**src/common/msr_pkg.sv**
```systemverilog
/*
  Constants for the motion status register bank: bus offsets, field
  positions, reset values and update timing.
  Assumes a 125 MHz system clock and a 32-bit APB register bus.
*/
package msr_pkg;
  // Register byte offsets
  localparam logic [7:0] OFF_ERR_STATUS = 8'h00;
  localparam logic [7:0] OFF_AXIS_STATUS = 8'h04;
  localparam logic [7:0] OFF_SYS_STATUS = 8'h08;
  localparam logic [7:0] OFF_OVERLAY = 8'h0c;
  localparam logic [7:0] OFF_TRAP_CLEAR = 8'h10;
  localparam logic [7:0] OFF_POS_ERR_THR = 8'h14;
  localparam logic [7:0] OFF_VEL_THR = 8'h18;
  localparam logic [7:0] OFF_ACCEL_THR = 8'h1c;
  localparam logic [7:0] OFF_CUR_LEVEL = 8'h20;
  localparam logic [7:0] OFF_CUR_TIMEOUT = 8'h24;
  localparam logic [7:0] OFF_CAL_SIZE = 8'h28;
  localparam logic [7:0] OFF_CONFIG = 8'h2c;

  // Error word bits
  localparam int ERR_RESOLVER = 11;
  localparam int ERR_POS_TRAP = 12;
  localparam int ERR_VEL_TRAP = 13;
  localparam int ERR_ACCEL_TRAP = 14;
  localparam int ERR_CUR_TRAP = 15;
  localparam int ERR_SW_TRAP0 = 16;
  localparam int SW_TRAP_COUNT = 3;
  localparam int ERR_RUN_T1 = 19;
  localparam int ERR_RUN_T2 = 20;
  localparam int ERR_CAL_RANGE = 21;

  // Configuration register fields
  localparam int CFG_CAL_EN = 0;
  localparam int CFG_KSYNC_LSB = 2;
  localparam int CFG_RESMODE_LSB = 4;
  localparam int CFG_RECIRC_LSB = 8;
  localparam logic [1:0] KSYNC_ACTIVE = 2'h3;
  localparam logic [3:0] RESMODE_DYNAMIC = 4'h4;
  localparam logic [1:0] RECIRC_ON = 2'h1;
  localparam logic [1:0] RECIRC_ALWAYS = 2'h2;

  // Reset values
  localparam logic [31:0] THR_RESET = 32'h7fffffff;
  localparam logic [15:0] CUR_LEVEL_RESET = 16'h7fff;
  localparam logic [15:0] CUR_TIMEOUT_RESET = 16'h00ff;
  localparam logic [15:0] CAL_SIZE_RESET = 16'h0000;
  localparam logic [9:0] CONFIG_RESET = 10'h040;

  // Calibration position ceiling, steps
  localparam logic signed [31:0] CAL_POS_MAX = 32'sd16000000;

  // Controller update cycle
  localparam int CLK_PERIOD_NS = 8;
  localparam int UPDATE_PERIOD_NS = 1000;
  localparam int UPDATE_CYCLES = UPDATE_PERIOD_NS / CLK_PERIOD_NS;
endpackage

```
**src/common/msr_trap_if.sv**
```systemverilog
/*
  Carrier between the register bank and its trap evaluator.
  Assumes both ends run on clk_sys.
*/
`timescale 1ns/10ps
interface msr_trap_if;
  logic updateTick;
  logic signed [31:0] cmdPos;
  logic signed [31:0] fbPos;
  logic signed [31:0] fbVel;
  logic signed [15:0] curCmd;
  logic [31:0] posErrThr;
  logic [31:0] velThr;
  logic [31:0] accelThr;
  logic [15:0] curLevel;
  logic [15:0] curTimeout;
  logic calEnable;
  logic [15:0] calIndex;
  logic [15:0] calSize;
  logic posTrap;
  logic velTrap;
  logic accelTrap;
  logic curTrap;
  logic calRange;

  modport eval (
    input updateTick, cmdPos, fbPos, fbVel, curCmd, posErrThr, velThr, accelThr,
    input curLevel, curTimeout, calEnable, calIndex, calSize,
    output posTrap, velTrap, accelTrap, curTrap, calRange
  );
  modport bank (
    output updateTick, cmdPos, fbPos, fbVel, curCmd, posErrThr, velThr, accelThr,
    output curLevel, curTimeout, calEnable, calIndex, calSize,
    input posTrap, velTrap, accelTrap, curTrap, calRange
  );
endinterface

```
**src/rtl/msr_status_bank.sv**
```systemverilog
/*
  Motion status register bank: error, axis and system status words on APB,
  with the software trap overlay and trap parameter registers.
  Assumes all status sources come from controller logic on clk_sys.
*/
// Local design decisions: the APB register port and the placing of the registers.
//
// Contract
// - Resolver error bit set on tracking fault or disconnect, only with option fitted.
// - Error bit 12 when command minus feedback position exceeds threshold.
// - Error bit 13 when velocity feedback exceeds its trap threshold.
// - Error bit 14 when derived accel/decel exceeds its trap threshold.
// - Error bit 15 when current command stays at limit past timeout.
// - Error bits 16 to 18 set by writing ones to overlay register.
// - Trap 1 stops task 1, trap 2 stops task 2, trap 3 disables amplifier.
// - Error bits 19 and 20 flag run-time errors in tasks 1 and 2.
// - Bit 21 flags calibration range errors while calibration is enabled.
// - Axis bits 4-7 position source, bits 14-17 velocity source.
// - Axis bits 10-13 commutation method, bits 19-20 six-step sub-mode.
// - Axis bits 21 motion present, 22 disable processing, 23 homed since reset.
// - Axis bits 0, 1, 3, 8, 9, 18 report loop and marker settings.
// - System bit 0 follows last absolute or incremental mode command.
// - System bit 1 is kernel sync flag, active only when select is 3.
// - System bits 2 and 3 show tasks 1 and 2 running.
// - System bits 4 and 5 show block mode for tasks 1 and 2.
// - System bits 6 and 7 show a block executing in tasks 1, 2.
// - System bits 8 and 9 set once a hold command is issued.
// - System bit 11 shows 14-bit resolver tracking, only when mode is 4.
// - System bit 12 when recirculation is 1 or 2, bit 13 only for 2.
// - System bits 10, 14, 15: command reference, gear mode, calibration enabled.
`timescale 1ns/10ps
module msr_status_bank (
  // Clock and reset
  input wire logic clk_sys,
  input wire logic rst,
  // APB slave
  input wire logic psel,
  input wire logic penable,
  input wire logic pwrite,
  input wire logic [7:0] paddr,
  input wire logic [31:0] pwdata,
  output logic [31:0] prdata,
  output logic pready,
  output logic pslverr,
  // Motion feedback
  input wire logic signed [31:0] cmdPos,
  input wire logic signed [31:0] fbPos,
  input wire logic signed [31:0] fbVel,
  input wire logic signed [15:0] curCmd,
  input wire logic [15:0] calIndex,
  // Fault sources
  input wire logic resolverFitted,
  input wire logic resolverTrackFault,
  input wire logic resolverDisconnected,
  input wire logic [1:0] runTimeError,
  // Axis configuration
  input wire logic [3:0] posFbSource,
  input wire logic [3:0] velFbSource,
  input wire logic [3:0] commutation,
  input wire logic [1:0] sixStepMode,
  input wire logic [1:0] markerSource,
  input wire logic feedforwardOn,
  input wire logic integDisabled,
  input wire logic curCmdNegated,
  input wire logic holdCurrentHigh,
  input wire logic motionPresent,
  input wire logic disableMaskBusy,
  input wire logic homingStart,
  input wire logic softReset,
  // Task and kernel state
  input wire logic absolute_mode_cmd,
  input wire logic incremental_mode_cmd,
  input wire logic kernelSync,
  input wire logic [1:0] taskRunning,
  input wire logic [1:0] taskBlockMode,
  input wire logic [1:0] taskBlockExec,
  input wire logic hold_task_one_cmd,
  input wire logic hold_task_two_cmd,
  input wire logic [1:0] holdRelease,
  input wire logic posCmdReference,
  input wire logic resolver14Bit,
  input wire logic gearActive,
  // Trap actions
  output logic stopTask1,
  output logic stopTask2,
  output logic ampDisable
);
  msr_trap_if tr ();

  function automatic logic msrHit(input logic [7:0] a, input logic [7:0] off);
    msrHit = (a[7:2] == off[7:2]);
  endfunction

  logic [31:0] posErrThr_reg;
  logic [31:0] velThr_reg;
  logic [31:0] accelThr_reg;
  logic [15:0] curLevel_reg;
  logic [15:0] curTimeout_reg;
  logic [15:0] calSize_reg;
  logic [9:0] config_reg;
  logic [msr_pkg::SW_TRAP_COUNT-1:0] swTrap_reg;
  logic [23:0] errWord_reg;
  logic [23:0] axisWord_reg;
  logic [23:0] sysWord_reg;
  logic [23:0] errWord_next;
  logic [23:0] axisWord_next;
  logic [23:0] sysWord_next;
  logic absMode_reg;
  logic [1:0] hold_reg;
  logic homed_reg;
  logic [7:0] tickCount_reg;
  logic updateTick;
  logic setupPhase;
  logic wrEn;
  logic mapped;
  logic [1:0] kSel;
  logic [3:0] resMode;
  logic [1:0] recirc;

  assign kSel = config_reg[msr_pkg::CFG_KSYNC_LSB +: 2];
  assign resMode = config_reg[msr_pkg::CFG_RESMODE_LSB +: 4];
  assign recirc = config_reg[msr_pkg::CFG_RECIRC_LSB +: 2];

  // Update-cycle divider
  always_ff @(posedge clk_sys or posedge rst)
  begin
    if (rst)
      tickCount_reg <= '0;
    else if (updateTick)
      tickCount_reg <= '0;
    else
      tickCount_reg <= tickCount_reg + 8'h01;
  end
  assign updateTick = (tickCount_reg == 8'(msr_pkg::UPDATE_CYCLES - 1));

  // Trap evaluator hookup
  assign tr.updateTick = updateTick;
  assign tr.cmdPos = cmdPos;
  assign tr.fbPos = fbPos;
  assign tr.fbVel = fbVel;
  assign tr.curCmd = curCmd;
  assign tr.posErrThr = posErrThr_reg;
  assign tr.velThr = velThr_reg;
  assign tr.accelThr = accelThr_reg;
  assign tr.curLevel = curLevel_reg;
  assign tr.curTimeout = curTimeout_reg;
  assign tr.calEnable = config_reg[msr_pkg::CFG_CAL_EN];
  assign tr.calIndex = calIndex;
  assign tr.calSize = calSize_reg;

  msr_trap_eval u_eval (
    .clk_sys(clk_sys),
    .rst(rst),
    .tr(tr.eval)
  );

  // APB decode; zero wait states, so pready is a constant level
  assign setupPhase = psel && !penable;
  assign wrEn = psel && penable && pwrite;
  assign pready = 1'b1;
  always_comb
  begin
    case (paddr[7:2])
      msr_pkg::OFF_ERR_STATUS[7:2], msr_pkg::OFF_AXIS_STATUS[7:2], msr_pkg::OFF_SYS_STATUS[7:2],
      msr_pkg::OFF_OVERLAY[7:2], msr_pkg::OFF_TRAP_CLEAR[7:2], msr_pkg::OFF_POS_ERR_THR[7:2],
      msr_pkg::OFF_VEL_THR[7:2], msr_pkg::OFF_ACCEL_THR[7:2], msr_pkg::OFF_CUR_LEVEL[7:2],
      msr_pkg::OFF_CUR_TIMEOUT[7:2], msr_pkg::OFF_CAL_SIZE[7:2], msr_pkg::OFF_CONFIG[7:2]: mapped = 1'b1;
      default: mapped = 1'b0;
    endcase
  end
  assign pslverr = psel && penable && !mapped;

  // Parameter registers; status words have no write path
  always_ff @(posedge clk_sys or posedge rst)
  begin
    if (rst)
    begin
      posErrThr_reg <= msr_pkg::THR_RESET;
      velThr_reg <= msr_pkg::THR_RESET;
      accelThr_reg <= msr_pkg::THR_RESET;
      curLevel_reg <= msr_pkg::CUR_LEVEL_RESET;
      curTimeout_reg <= msr_pkg::CUR_TIMEOUT_RESET;
      calSize_reg <= msr_pkg::CAL_SIZE_RESET;
      config_reg <= msr_pkg::CONFIG_RESET;
    end
    else if (wrEn)
    begin
      if (msrHit(paddr, msr_pkg::OFF_POS_ERR_THR))
        posErrThr_reg <= pwdata;
      if (msrHit(paddr, msr_pkg::OFF_VEL_THR))
        velThr_reg <= pwdata;
      if (msrHit(paddr, msr_pkg::OFF_ACCEL_THR))
        accelThr_reg <= pwdata;
      if (msrHit(paddr, msr_pkg::OFF_CUR_LEVEL))
        curLevel_reg <= pwdata[15:0];
      if (msrHit(paddr, msr_pkg::OFF_CUR_TIMEOUT))
        curTimeout_reg <= pwdata[15:0];
      if (msrHit(paddr, msr_pkg::OFF_CAL_SIZE))
        calSize_reg <= pwdata[15:0];
      if (msrHit(paddr, msr_pkg::OFF_CONFIG))
        config_reg <= pwdata[9:0];
    end
  end

  // Software traps latch; a set in the same cycle as a clear wins
  generate
    for (genvar i = 0; i < msr_pkg::SW_TRAP_COUNT; i++)
    begin : g_sw
      always_ff @(posedge clk_sys or posedge rst)
      begin
        if (rst)
          swTrap_reg[i] <= 1'b0;
        else if (wrEn && msrHit(paddr, msr_pkg::OFF_OVERLAY) && pwdata[msr_pkg::ERR_SW_TRAP0 + i])
          swTrap_reg[i] <= 1'b1;
        else if (wrEn && msrHit(paddr, msr_pkg::OFF_TRAP_CLEAR) && pwdata[msr_pkg::ERR_SW_TRAP0 + i])
          swTrap_reg[i] <= 1'b0;
      end
    end
  endgenerate

  // Default trap actions
  assign stopTask1 = swTrap_reg[0] && taskRunning[0];
  assign stopTask2 = swTrap_reg[1] && taskRunning[1];
  assign ampDisable = swTrap_reg[2];

  // Mode and sticky state
  always_ff @(posedge clk_sys or posedge rst)
  begin
    if (rst)
      absMode_reg <= 1'b1;
    else if (absolute_mode_cmd)
      absMode_reg <= 1'b1;
    else if (incremental_mode_cmd)
      absMode_reg <= 1'b0;
  end

  always_ff @(posedge clk_sys or posedge rst)
  begin
    if (rst)
      hold_reg <= '0;
    else
      hold_reg <= ({hold_task_two_cmd, hold_task_one_cmd}) | (hold_reg & ~holdRelease);
  end

  always_ff @(posedge clk_sys or posedge rst)
  begin
    if (rst)
      homed_reg <= 1'b0;
    else if (homingStart)
      homed_reg <= 1'b1;
    else if (softReset)
      homed_reg <= 1'b0;
  end

  // Word assembly
  always_comb
  begin
    errWord_next = '0;
    errWord_next[msr_pkg::ERR_RESOLVER] = resolverFitted && (resolverTrackFault || resolverDisconnected);
    errWord_next[msr_pkg::ERR_POS_TRAP] = tr.posTrap;
    errWord_next[msr_pkg::ERR_VEL_TRAP] = tr.velTrap;
    errWord_next[msr_pkg::ERR_ACCEL_TRAP] = tr.accelTrap;
    errWord_next[msr_pkg::ERR_CUR_TRAP] = tr.curTrap;
    errWord_next[msr_pkg::ERR_SW_TRAP0 +: msr_pkg::SW_TRAP_COUNT] = swTrap_reg;
    errWord_next[msr_pkg::ERR_RUN_T1] = runTimeError[0];
    errWord_next[msr_pkg::ERR_RUN_T2] = runTimeError[1];
    errWord_next[msr_pkg::ERR_CAL_RANGE] = tr.calRange;
    axisWord_next = {homed_reg, disableMaskBusy, motionPresent, sixStepMode, holdCurrentHigh, velFbSource,
                     commutation, markerSource, posFbSource, curCmdNegated, 1'b0, integDisabled,
                     feedforwardOn};
    sysWord_next = '0;
    sysWord_next[0] = absMode_reg;
    sysWord_next[1] = kernelSync && (kSel == msr_pkg::KSYNC_ACTIVE);
    sysWord_next[3:2] = taskRunning;
    sysWord_next[5:4] = taskBlockMode;
    sysWord_next[7:6] = taskBlockExec;
    sysWord_next[9:8] = hold_reg;
    sysWord_next[10] = posCmdReference;
    sysWord_next[11] = resolver14Bit && (resMode == msr_pkg::RESMODE_DYNAMIC);
    sysWord_next[12] = (recirc == msr_pkg::RECIRC_ON) || (recirc == msr_pkg::RECIRC_ALWAYS);
    sysWord_next[13] = (recirc == msr_pkg::RECIRC_ALWAYS);
    sysWord_next[14] = gearActive;
    sysWord_next[15] = config_reg[msr_pkg::CFG_CAL_EN];
  end

  // Snapshot per update cycle so a read never mixes two cycles
  always_ff @(posedge clk_sys or posedge rst)
  begin
    if (rst)
    begin
      errWord_reg <= '0;
      axisWord_reg <= '0;
      sysWord_reg <= '0;
    end
    else if (updateTick)
    begin
      errWord_reg <= errWord_next;
      axisWord_reg <= axisWord_next;
      sysWord_reg <= sysWord_next;
    end
  end

  // Read data captured in the setup phase, held through access
  always_ff @(posedge clk_sys or posedge rst)
  begin
    if (rst)
      prdata <= '0;
    else if (setupPhase)
    begin
      if (pwrite || !mapped)
        prdata <= '0;
      else if (msrHit(paddr, msr_pkg::OFF_ERR_STATUS))
        prdata <= {8'h00, errWord_reg};
      else if (msrHit(paddr, msr_pkg::OFF_AXIS_STATUS))
        prdata <= {8'h00, axisWord_reg};
      else if (msrHit(paddr, msr_pkg::OFF_SYS_STATUS))
        prdata <= {8'h00, sysWord_reg};
      else if (msrHit(paddr, msr_pkg::OFF_POS_ERR_THR))
        prdata <= posErrThr_reg;
      else if (msrHit(paddr, msr_pkg::OFF_VEL_THR))
        prdata <= velThr_reg;
      else if (msrHit(paddr, msr_pkg::OFF_ACCEL_THR))
        prdata <= accelThr_reg;
      else if (msrHit(paddr, msr_pkg::OFF_CUR_LEVEL))
        prdata <= {16'h0000, curLevel_reg};
      else if (msrHit(paddr, msr_pkg::OFF_CUR_TIMEOUT))
        prdata <= {16'h0000, curTimeout_reg};
      else if (msrHit(paddr, msr_pkg::OFF_CAL_SIZE))
        prdata <= {16'h0000, calSize_reg};
      else if (msrHit(paddr, msr_pkg::OFF_CONFIG))
        prdata <= {22'h000000, config_reg};
      else
        prdata <= '0;
    end
  end

  // Checks
  chk_overlay_sets_trap: assert property (@(posedge clk_sys) disable iff (rst)
    wrEn && msrHit(paddr, msr_pkg::OFF_OVERLAY) && pwdata[16] |=> swTrap_reg[0])
    else $error("overlay write did not set trap 1");
  chk_trap_amp_off: assert property (@(posedge clk_sys) disable iff (rst)
    swTrap_reg[2] |-> ampDisable)
    else $error("trap 3 without amplifier disable");
  chk_err_reserved_zero: assert property (@(posedge clk_sys) disable iff (rst)
    errWord_reg[23:22] == 2'b00 && errWord_reg[10:0] == 11'h000)
    else $error("reserved error bits set");
  chk_words_hold_steady: assert property (@(posedge clk_sys) disable iff (rst)
    !$past(updateTick) |-> $stable(errWord_reg) && $stable(sysWord_reg))
    else $error("status word changed between update cycles");
  chk_tick_period: assert property (@(posedge clk_sys) disable iff (rst)
    updateTick |=> !updateTick [*8])
    else $error("update tick too frequent");
  chk_abs_mode_cmd: assert property (@(posedge clk_sys) disable iff (rst)
    incremental_mode_cmd && !absolute_mode_cmd |=> !absMode_reg)
    else $error("incremental command did not clear absolute mode");
  chk_ksync_gate: assert property (@(posedge clk_sys) disable iff (rst)
    updateTick && kSel != msr_pkg::KSYNC_ACTIVE |=> !sysWord_reg[1])
    else $error("kernel sync flag with select not 3");
  chk_hold_sticky: assert property (@(posedge clk_sys) disable iff (rst)
    hold_task_one_cmd |=> hold_reg[0])
    else $error("hold command not latched");
  chk_recirc_always: assert property (@(posedge clk_sys) disable iff (rst)
    sysWord_reg[13] |-> sysWord_reg[12])
    else $error("recirculation bit 13 without bit 12");
  chk_status_no_write: assert property (@(posedge clk_sys) disable iff (rst)
    wrEn && msrHit(paddr, msr_pkg::OFF_ERR_STATUS) && !updateTick |=> $stable(errWord_reg))
    else $error("error word took a write");
endmodule

```
**src/rtl/msr_trap_eval.sv**
```systemverilog
/*
  Trap evaluator: position, velocity, accel, current-limit timeout and
  calibration range checks, refreshed once per update tick.
  Assumes inputs from logic on clk_sys; thresholds are magnitudes.
*/
`timescale 1ns/10ps
module msr_trap_eval (
  // Clock and reset
  input wire logic clk_sys,
  input wire logic rst,
  // Bank side
  msr_trap_if.eval tr
);
  function automatic logic [31:0] msrMag(input logic signed [31:0] v);
    msrMag = v[31] ? 32'(-v) : 32'(v);
  endfunction

  logic signed [31:0] prevPos_reg;
  logic signed [31:0] prevVel_reg;
  logic signed [31:0] derivVel;
  logic signed [31:0] derivAcc;
  logic [15:0] limitCount_reg;
  logic atLimit;

  assign derivVel = tr.fbPos - prevPos_reg;
  assign derivAcc = derivVel - prevVel_reg;
  assign atLimit = msrMag(32'(tr.curCmd)) >= {16'h0000, tr.curLevel};

  // Derivatives taken across one update period
  always_ff @(posedge clk_sys or posedge rst)
  begin
    if (rst)
    begin
      prevPos_reg <= '0;
      prevVel_reg <= '0;
    end
    else if (tr.updateTick)
    begin
      prevPos_reg <= tr.fbPos;
      prevVel_reg <= derivVel;
    end
  end

  // Counts update cycles spent at the limit
  always_ff @(posedge clk_sys or posedge rst)
  begin
    if (rst)
      limitCount_reg <= '0;
    else if (tr.updateTick)
      limitCount_reg <= !atLimit ? 16'h0000 : (&limitCount_reg ? limitCount_reg : limitCount_reg + 16'h0001);
  end

  always_ff @(posedge clk_sys or posedge rst)
  begin
    if (rst)
    begin
      tr.posTrap <= 1'b0;
      tr.velTrap <= 1'b0;
      tr.accelTrap <= 1'b0;
      tr.curTrap <= 1'b0;
      tr.calRange <= 1'b0;
    end
    else if (tr.updateTick)
    begin
      tr.posTrap <= msrMag(tr.cmdPos - tr.fbPos) > tr.posErrThr;
      tr.velTrap <= msrMag(tr.fbVel) > tr.velThr;
      tr.accelTrap <= msrMag(derivAcc) > tr.accelThr;
      tr.curTrap <= atLimit && (limitCount_reg >= tr.curTimeout);
      tr.calRange <= tr.calEnable && (tr.fbPos < 0 || tr.fbPos > msr_pkg::CAL_POS_MAX
                     || tr.calIndex > tr.calSize);
    end
  end
endmodule

```
**config.mk**
```make
export PLATFORM = sky130hd
export DESIGN_NAME = msr_status_bank
export DESIGN_NICKNAME = d
export VERILOG_FILES = /design/src/common/msr_pkg.sv /design/src/common/msr_trap_if.sv /design/src/rtl/msr_status_bank.sv /design/src/rtl/msr_trap_eval.sv
export SDC_FILE = /design/constraint.sdc
export NUM_CORES = 1
export LEC_CHECK = 0
export BUFFER_PORTS_ARGS = -buffer_cell sky130_fd_sc_hd__buf_2
export CAP_MARGIN = 30
export CORE_MARGIN = 4
export CORE_UTILIZATION = 45
export DETAILED_ROUTE_END_ITERATION = 7
export PLACE_DENSITY = 0.63
export SETUP_SLACK_MARGIN = 0.02
export SKIP_LAST_GASP = 1
export SYNTH_ARGS = -nofsm -noshare
export SYNTH_HDL_FRONTEND = slang
export SYNTH_SLANG_ARGS = --single-unit
```
**constraint.sdc**
```tcl
create_clock -name clk_sys -period 20.1 [get_ports clk_sys]
set_input_delay 1.005 -clock clk_sys [delete_from_list [all_inputs] [get_ports clk_sys]]
set_output_delay 1.005 -clock clk_sys [all_outputs]
set_load 0.02 [all_outputs]
```
# After elaboration in Yosys (flattened, before gate mapping)
# Memories as Yosys holds them, arrays and structs flattened.
# Index checks and enable logic that the tools add are counted.
[classes]
add_sub_neg = 9
order_cmp = 8
n_eq_ne = 17
n_mux = 29
n_bitwise = 3
n_reduce_logical = 42
[ops]
columns = ["op", "n"]
rows = [
  ["$mux W32", 11],
  ["$gt A32 B32 Y1", 3],
  ["$neg A32 Y32", 3],
  ["$sub A32 B32 Y32", 3],
  ["$mux W16", 5],
  ["$ge A32 B16 Y1", 1],
  ["$gt A32 B25 Y1 const B", 1],
  ["$lt A32 B1 Y1 const B", 1],
  ["$neg A16 Y32", 1],
  ["$eq A6 B3 Y1 const B", 4],
  ["$eq A6 B4 Y1 const B", 4],
  ["$logic_and A1 B1 Y1", 19],
  ["$add A16 B1 Y16 const B", 1],
  ["$ge A16 B16 Y1", 1],
  ["$gt A16 B16 Y1", 1],
  ["$reduce_and A16 Y1", 1],
  ["$reduce_and A2 Y1", 8],
  ["$eq A6 B2 Y1 const B", 2],
  ["$mux W1", 11],
  ["$mux W10", 1],
  ["$reduce_bool A2 Y1", 5],
  ["$add A8 B1 Y8 const B", 1],
  ["$eq A8 B7 Y1 const B", 1],
  ["$mux W8", 1],
  ["other kinds (12)", 18],
]
[word_totals]
regBits = 336
rom_bits = 16
output_inout_bits = 37
n_memories = 1
[mem_list]
columns = ["memory", "words", "width", "read_ports", "rd_ports_with_merged_regs", "write_ports", "line_no", "text"]
rows = [
  ["(no name shown)", 16, 1, 1, 0, 0, "msr_status_bank.sv:163", "case (paddr[7:2])"],
]

# Logic depth before layout (Yosys ltp)
# Gate-level depths: netlist (run 1).
[logic_depth]
word_depth = 12
ltp_mapped = 39
depth_no_buf = 38

# Hierarchy
# Synthesis (run 1) repeated with hierarchy kept, for this count alone.
[hier_totals]
hier_cells = 2751
area_unflattened_um2 = 25529.5
[by_module_without_submodules]
columns = ["mod", "n_inst", "cells_per_inst", "area_per_inst_um2"]
rows = [
  ["msr_trap_eval", 1, 1903, 14226.1],
  ["msr_status_bank", 1, 848, 11303.3],
]

# Worst setup path before layout (run 1)
# Ideal clock, no wire load.
[synth_path]
kind = "in2reg"
startpoint = "input port fbPos[5]"
endpoint = "register u_eval.tr.accelTrap"
setup_ps = 135
arrival_ps = 7521
setup_slack_ps = 12444
stages = 35
path_buffers = 2
cell_sequence = "ha_1 -> or3_1 -> a31oi_1 -> or4b_2 -> o21ai_0 -> nand2_1 -> o31ai_1 -> o21a_1 -> nor2_1 -> xnor2_1 -> ha_1 -> clkbuf_1 -> a21o_1 -> a31oi_1 -> o21bai_1 -> a21oi_1 -> a21oi_1 -> a2111o_1 -> a31o_2 -> xor3_1 -> clkbuf_1 -> nor2_1 -> a21oi_1 -> ha_1 -> nor2b_1 -> o21a_1 -> o21a_1 -> o21a_1 -> o21a_1 -> o21a_1 -> o21a_1 -> o21ai_0 -> o211ai_1 -> a211oi_1 -> o31ai_1"
[synth_via]
elab_chain_len = 5
[synth_rtl]
columns = ["item", "line_no", "text"]
rows = [
  ["start: declaration", "msr_status_bank.sv:47", "input wire logic signed [31:0] fbPos,"],
  ["$sub A32 B32 Y32 *", "msr_trap_eval.sv:25", "assign derivVel = tr.fbPos - prevPos_reg;"],
  ["named net u_eval.derivVel[24]", "msr_trap_eval.sv:20", "logic signed [31:0] derivVel;"],
  ["$sub A32 B32 Y32 *", "msr_trap_eval.sv:26", "assign derivAcc = derivVel - prevVel_reg;"],
  ["$neg A32 Y32", "msr_trap_eval.sv:15", "msrMag = v[31] ? 32'(-v) : 32'(v);"],
  ["$mux W32 *", "msr_trap_eval.sv:15", ""],
  ["$gt A32 B32 Y1 *", "msr_trap_eval.sv:67", "tr.accelTrap <= msrMag(derivAcc) > tr.accelThr;"],
  ["end signal: assignment", "msr_trap_eval.sv:67", ""],
  ["end: declaration", "msr_trap_if.sv:29", "output posTrap, velTrap, accelTrap, curTrap, calRange"],
]
# Mark *: on every way through the listed nets, which the timed path passes. The rest lies on a longest branch.
# A chain may end at the register's enable or synchronous reset.

# Worst setup path after layout (run 1)
[layout_path]
startpoint = "input port fbPos[7]"
endpoint = "register u_eval.tr.accelTrap"
# The elaborated chain is that of the path after synthesis.

==> reports/results.tsv, run 1 <==
metric	value	unit
p_int	1400	uW
cts-resized-gates	0	
synth_compound_area_share	18.9	%
initial_core_util	45.7	%
power_density	70.1	nW/um2
critical-path-max-stage-delay	0.68	ns
power_frac_clock	42.4	%
hold_viol	0	
syn_area	24700	um2
clock_path_buffers	3	
swShare	29.4	%
p_leak	0.0134	uW
p_comb_share	21.1	%
path_max_fanout	18	
met3_usage	4.53	%
gp_congestion	0.923	
tightestPinTransition	1.03	ns
drc	0	
die-area	58800	um2
post-place-ws	11.54	ns
syn_nets	3284	
worstReg2RegStart	u_eval.prevPos_reg[7]	
required	20.53	ns
fin_nets	3505	
post_cts_buffers	0	
clkSinkCount	336	
crit_top_cell	o21a_1	
synth_xor_xnor_area_share	7.20	%
syn_area_per_cell	8.78	um2
clk_pin_slew_worst_paths	0.06	ns
slew_headroom	30.8	%
first_pass_iters	6	
hp-class	reg -> reg	
finalSetupTns	0	ns
core	54100	um2
peakVddDrop	0.0000583	V
grtUsageMet1	34.6	%
final_common_cell	nand2_1	
clk_latency	0.59	ns
wire_per_inst	20.2	um
post_synth_num_cell_types	82	
grt_max_degree	170	
ys_seq_area_share	34.6	%
fin_hold_ws	0.475	ns
cap_viol_max_count	0	
cts_buffers	42	
ios	255	
die_y	242	um
grt_usage	25.2	%
fin_crit	8.07	ns
antenna_found_initial	2	
dp_hpwl	59300	um
fin_ws	12.03	ns
root_buffer	clkbuf_16	
rsz0062_at_grt	no	
fin_skew	0.0343	ns
power_frac_seq	36.5	%
yosys.area_share.simple	15.6	%
htree_levels	2	
grt_pass1_wl	120000	um
synth_top_family_by_area	compound AO/OA/AOI/OAI gates	
routed_wl	76000	um
startpoint_type	input port	
path_class	in -> reg	
grt_pass1_vias	21400	
setup_viol_count_final	0	
ys.flop_type	dfrtp_1	
mostFrequentLayoutCells	nand2_1, inv_1, buf_2, ha_1, o21ai_0	
vias	21400	
worst_path_max_delay_cell	or4b_2	
drt-initial-drc-count	1412	
synth_seq_cells	336	
viasPerCell	5.68	
synth_mux_area_share	5.46	%
port-buffer-count	251	
yosysWarnings	0	
final_util	52.2	%
status	finished, final reports clean	
synth_fa_ha_area_share	12.6	%
tritoncts	yes	
end_kind	flop	
cts_hold_buffers	0	
drive_above_1_share	20.1	%
grt_busiest_layer	met2	
max_freq	124	MHz
final_antenna_net_count	0	
grt_overflow	0	
synth-async-reset-ratio	100	%
post-route-period-util	40.2	%
startpoint	fbPos[7]	
die_width	242	um
grt.met2_usage	40.6	%
min_from	axisWord_reg[23]	
rows	85	
critPathArrivalTime	8.50	ns
synthToLayoutAreaGrowth	14.3	%
slew_violations	0	
p_sw	584	uW
syn_inst	2818	
synth_edf_count	0	
==> cell families after synthesis <==
kind of cell               after synthesis
buffers and inverters                  373
muxes                                  121
xor gates and xnor gates               200
adders and majority gates              248
other                                    1
AOI/OAI and AO/OA                      719
and+or+nand+nor                        820
DFF                                    336
==> worst max-delay path, delay by kind of cell <==
kind                     cells  cell delay (ns)
buffers and inverters        2             0.34
AO/OA/AOI/OAI               22             4.48
adder cells (fa/ha/maj)      3             1.05
XOR/XNOR                     2             0.57
AND/OR/NAND/NOR              4             1.05
==> stage by stage <==
stage / area [um2] / power (uW) / std cells
5_1_grt: 28300 / 2080 / 3769
6_report: 28300 / 1980 / 3769
3_3_place_gp: 26700 / 1130 / 3690
4_1_cts: 28300 / 2000 / 3767
3_5_place_dp: 26700 / 1150 / 3690
2_1_floorplan: 24700 / 1010 / 2818
==> metal layers <==
metal | vias to the layer above | share of wire (%) | routed length (um)
met4 | 2 | 3.4 | 2550
li1 | 10400 | - | -
met3 | 122 | 6.1 | 4650
met1 | 10300 | 45 | 34200
met2 | 647 | 45 | 34500
met5 | - | 0.017 | 13
==> synthesized netlist by cell type (all sizes together) (31+ instances only) <==
cell / n / area (um2)
a21o: 73 / 548
a21oi: 141 / 706
a22oi: 35 / 263
clkbuf: 77 / 289
dfrtp: 218 / 5460
dfstp: 118 / 3100
ha: 245 / 3070
inv: 279 / 1050
mux2: 112 / 1260
nand2: 400 / 1500
nand2b: 31 / 209
nand3: 51 / 255
nand4: 43 / 269
nor2: 127 / 477
nor3: 38 / 205
o21a: 34 / 255
o21ai: 225 / 1130
o31ai: 36 / 284
xnor2: 141 / 1230
xor2: 57 / 499
==> path summary, 6_finish.rpt <==
check / endpoint / slack [ns] / depth (start not counted)
max in group asynchronous: homed_reg / 17.34 / 4
max reg2reg: u_eval.tr.accelTrap / 12.24 / 33
min reg2reg: axisWord_reg[23] / 0.47 / 2
min in group asynchronous: u_eval.prevPos_reg[5] / 0.56 / 2
max: u_eval.tr.accelTrap / 12.03 / 33
min: axisWord_reg[23] / 0.47 / 2
==> area by class of cell <==
type | instances | area (um2)
Clock buffer | 59 | 1230
Clock inverter | 18 | 334
Tap cell | 696 | 871
Inverter | 279 | 1050
Fill cell | 4963 | 25900
Sequential cell | 336 | 8560
Multi-Input combinational cell | 2109 | 14800
Timing Repair Buffer | 271 | 1420
Antenna cell | 1 | 2.50
==> power groups by stage <==
stage	Clock, uW	Sequential (uW)	Combinational [uW]
after floorplan	0	727	284
after global placement	0	733	401
after global routing	883	725	473
final	840	723	419
after detailed placement	0	734	417
after CTS	856	723	419
(Power assumes the default switching activity.)
==> inputs of run 2 (changes only) <==
--- a/config.mk
+++ b/config.mk
@@ -10,7 +10,7 @@
 export CORE_MARGIN = 4
 export CORE_UTILIZATION = 45
 export DETAILED_ROUTE_END_ITERATION = 7
-export PLACE_DENSITY = 0.63
+export PLACE_DENSITY = 0.65
 export SETUP_SLACK_MARGIN = 0.02
 export SKIP_LAST_GASP = 1
 export SYNTH_ARGS = -nofsm -noshare
==> constraint.sdc (replaced) <==
create_clock -name clk_sys -period 7.1 [get_ports clk_sys]
set_input_delay 0.355 -clock clk_sys [delete_from_list [all_inputs] [get_ports clk_sys]]
set_output_delay 0.355 -clock clk_sys [all_outputs]
set_load 0.02 [all_outputs]
==> reports/results.tsv, run 2 (synthesis gave the netlist of run 1 again) <==
metric	value	unit	change
fin_crit	6.84	ns	
clkSinkCount	336		unchanged
core	54100	um2	unchanged
cap_viol_max_count	0		unchanged
required	7.53	ns	-13.00 ns
swShare	29.9	%	+0.49 points
viasPerCell	5.70		+0.38%
ios	255		unchanged
root_buffer	clkbuf_16		
die-area	58800	um2	unchanged
grt_pass1_vias	22000		+3.0%
startpoint_type	flop		
slew_headroom	28.8	%	-2.0 points
fill_cells	4972		+0.18%
crit_family	compound AO/OA/AOI/OAI gates		
worstReg2RegStart	u_eval.prevPos_reg[5]		
die_width	242	um	unchanged
holdPathEnd	axisWord_reg[9]		
drt-initial-drc-count	1780		+26%
ff2ff_path_depth	34		+3.0%
grt_pass1_wl	122000	um	+1.7%
power_frac_seq	37.5	%	+1.0 points
mostFrequentLayoutCells	nand2_1, inv_1, buf_2, ha_1		
tritoncts	yes		
peakVddDrop	0.000149	V	+160%
regArea	8560	um2	unchanged
p_leak	0.0140	uW	+4.3%
fin_nets	3630		+3.6%
fin_skew	0.0125	ns	-0.0218 ns
worst_path_max_delay_cell	or4b_4		
rsz0062_at_grt	yes		
p_comb_share	22.8	%	+1.7 points
crit_buf_inv	1		-1
multi_input_comb_area	15100	um2	+1.7%
tightestPinTransition	1.06	ns	+0.0287 ns
cp.depth	34		+3.0%
post-route-period-util	96.4	%	
p_int	3820	uW	+170%
grt_usage	25.5	%	+0.30 points
critical-path-max-stage-delay	0.57	ns	-0.11 ns
hold_viol	0		unchanged
crit_top_cell	o21a_1		
grt_overflow	0		unchanged
setup_viol_count_final	0		unchanged
vias	22200		+3.7%
antenna_found_initial	2		unchanged
status	finished, final reports clean		
drive_above_1_share	23.8	%	+3.8 points
slew_violations	0		unchanged
gp_congestion	0.949		+2.8%
clk_latency	0.56	ns	-0.03 ns
clk_pin_slew_worst_paths	0.06	ns	about the same
r2r_slack	0.26	ns	-11.98 ns
first_pass_iters	8		+2
port-buffer-count	251		unchanged
initial_core_util	45.7	%	unchanged
end_kind	flop		
rows	85		unchanged
r2r_end	u_eval.tr.accelTrap		
drc	0		unchanged
synthToLayoutAreaGrowth	18.8	%	
max_freq	146	MHz	
final_antenna_net_count	0		unchanged
p_sw	1630	uW	+180%
die_y	242	um	unchanged
hp-class	in -> reg		
wire_per_inst	20.0	um	-0.58%
cts_buffers	41		-2.4%
finalSetupTns	0	ns	unchanged
fin_hold_ws	0.0278	ns	-0.447 ns
grt_max_degree	146		-14%
holdPathStages	3		+1
power_density	185	nW/um2	+160%
dp_hpwl	60600	um	+2.3%
routed_wl	78000	um	+2.7%
power_frac_clock	39.7	%	-2.7 points
path_max_fanout	4		-14
critPathArrivalTime	7.27	ns	-1.23 ns
clock_path_buffers	3		unchanged
final_common_cell	nand2_1		
htree_levels	2		unchanged
path_class	reg -> reg		
min_from	markerSource[1]		
## run 2: cell count changes in the layout (fill, tap and decap cells not counted), moves of 4 or more
cell / change
dlygate4sd3_1: +27
a21oi_2: +16
o21ai_0: -6
buf_4: +97
a21oi_1: -16
o21ai_1: +4
bufinv_16: -5
## run 2: what timing repair did
action	CTS	global route
setup buffers	1	8
endpoints found under the setup margin	1	1
pin swaps	6	42
hold buffers	27	0
gates resized for setup	6	56
cloned	0	0
hold endpoints to repair	50	0
## run 2: cell type report
| cell class | instances | area share, % |
|---|---|---|
| clock buffers | 58 | 4.20 |
| inverters | 279 | 3.58 |
| well taps | 696 | 2.96 |
| flip-flops and latches | 336 | 29.1 |
| repair buffers | 397 | 8.33 |
| multi-input cells | 2109 | 51.3 |
| clock inverters | 17 | 0.528 |
| diodes | 1 | 0.00851 |
## run 2: layer usage
layer | track usage [%] | up-vias | share of wire [%]
met4 | 6.66 | 2 | 2.6
met1 | 34.9 | 10800 | 45
li1 | - | 10600 | -
met3 | 3.56 | 125 | 5.9
met5 | 0 | - | 0.017
met2 | 42.8 | 705 | 47
## run 2: power by group through the flow
stage | clock, uW | combinational [uW] | sequential [uW]
CTS | 2210 | 1220 | 2040
finish | 2160 | 1240 | 2050
detailed placement | 0 | 1200 | 2080
global route | 2290 | 1390 | 2050
floorplan | 0 | 803 | 2060
global placement | 0 | 1160 | 2070
## run 2: worst min-delay path, delay by kind of cell
kind | cells | cell delay, ns
buf+inv | 1 | 0.08
simple gates | 2 | 0.12
## run 2: worst max-delay path by stage
stage,start,slack [ns],endpoint
2_1_floorplan,fbPos[5],0.09,u_eval.tr.accelTrap
4_1_cts,u_eval.prevPos_reg[5],0.05,u_eval.tr.accelTrap
3_3_place_gp,fbPos[0],-0.16,u_eval.tr.accelTrap
3_5_place_dp,fbPos[0],-0.26,u_eval.tr.accelTrap
5_1_grt,u_eval.prevPos_reg[5],-0.09,u_eval.tr.accelTrap
6_report,u_eval.prevPos_reg[5],0.26,u_eval.tr.accelTrap
## run 2: per-stage QoR
step	cells	utilization (%)	worst slack, ns	cell area (um2)	power, uW
floorplan	2818	-	0.0942	24700	2860
global placement	3782	50.6	-0.156	27400	3230
detailed placement	3782	50.6	-0.261	27400	3280
CTS	3885	53.7	0.0477	29100	5470
global route	3893	54.3	-0.0924	29400	5730
finish	3893	54.3	0.258	29400	5450
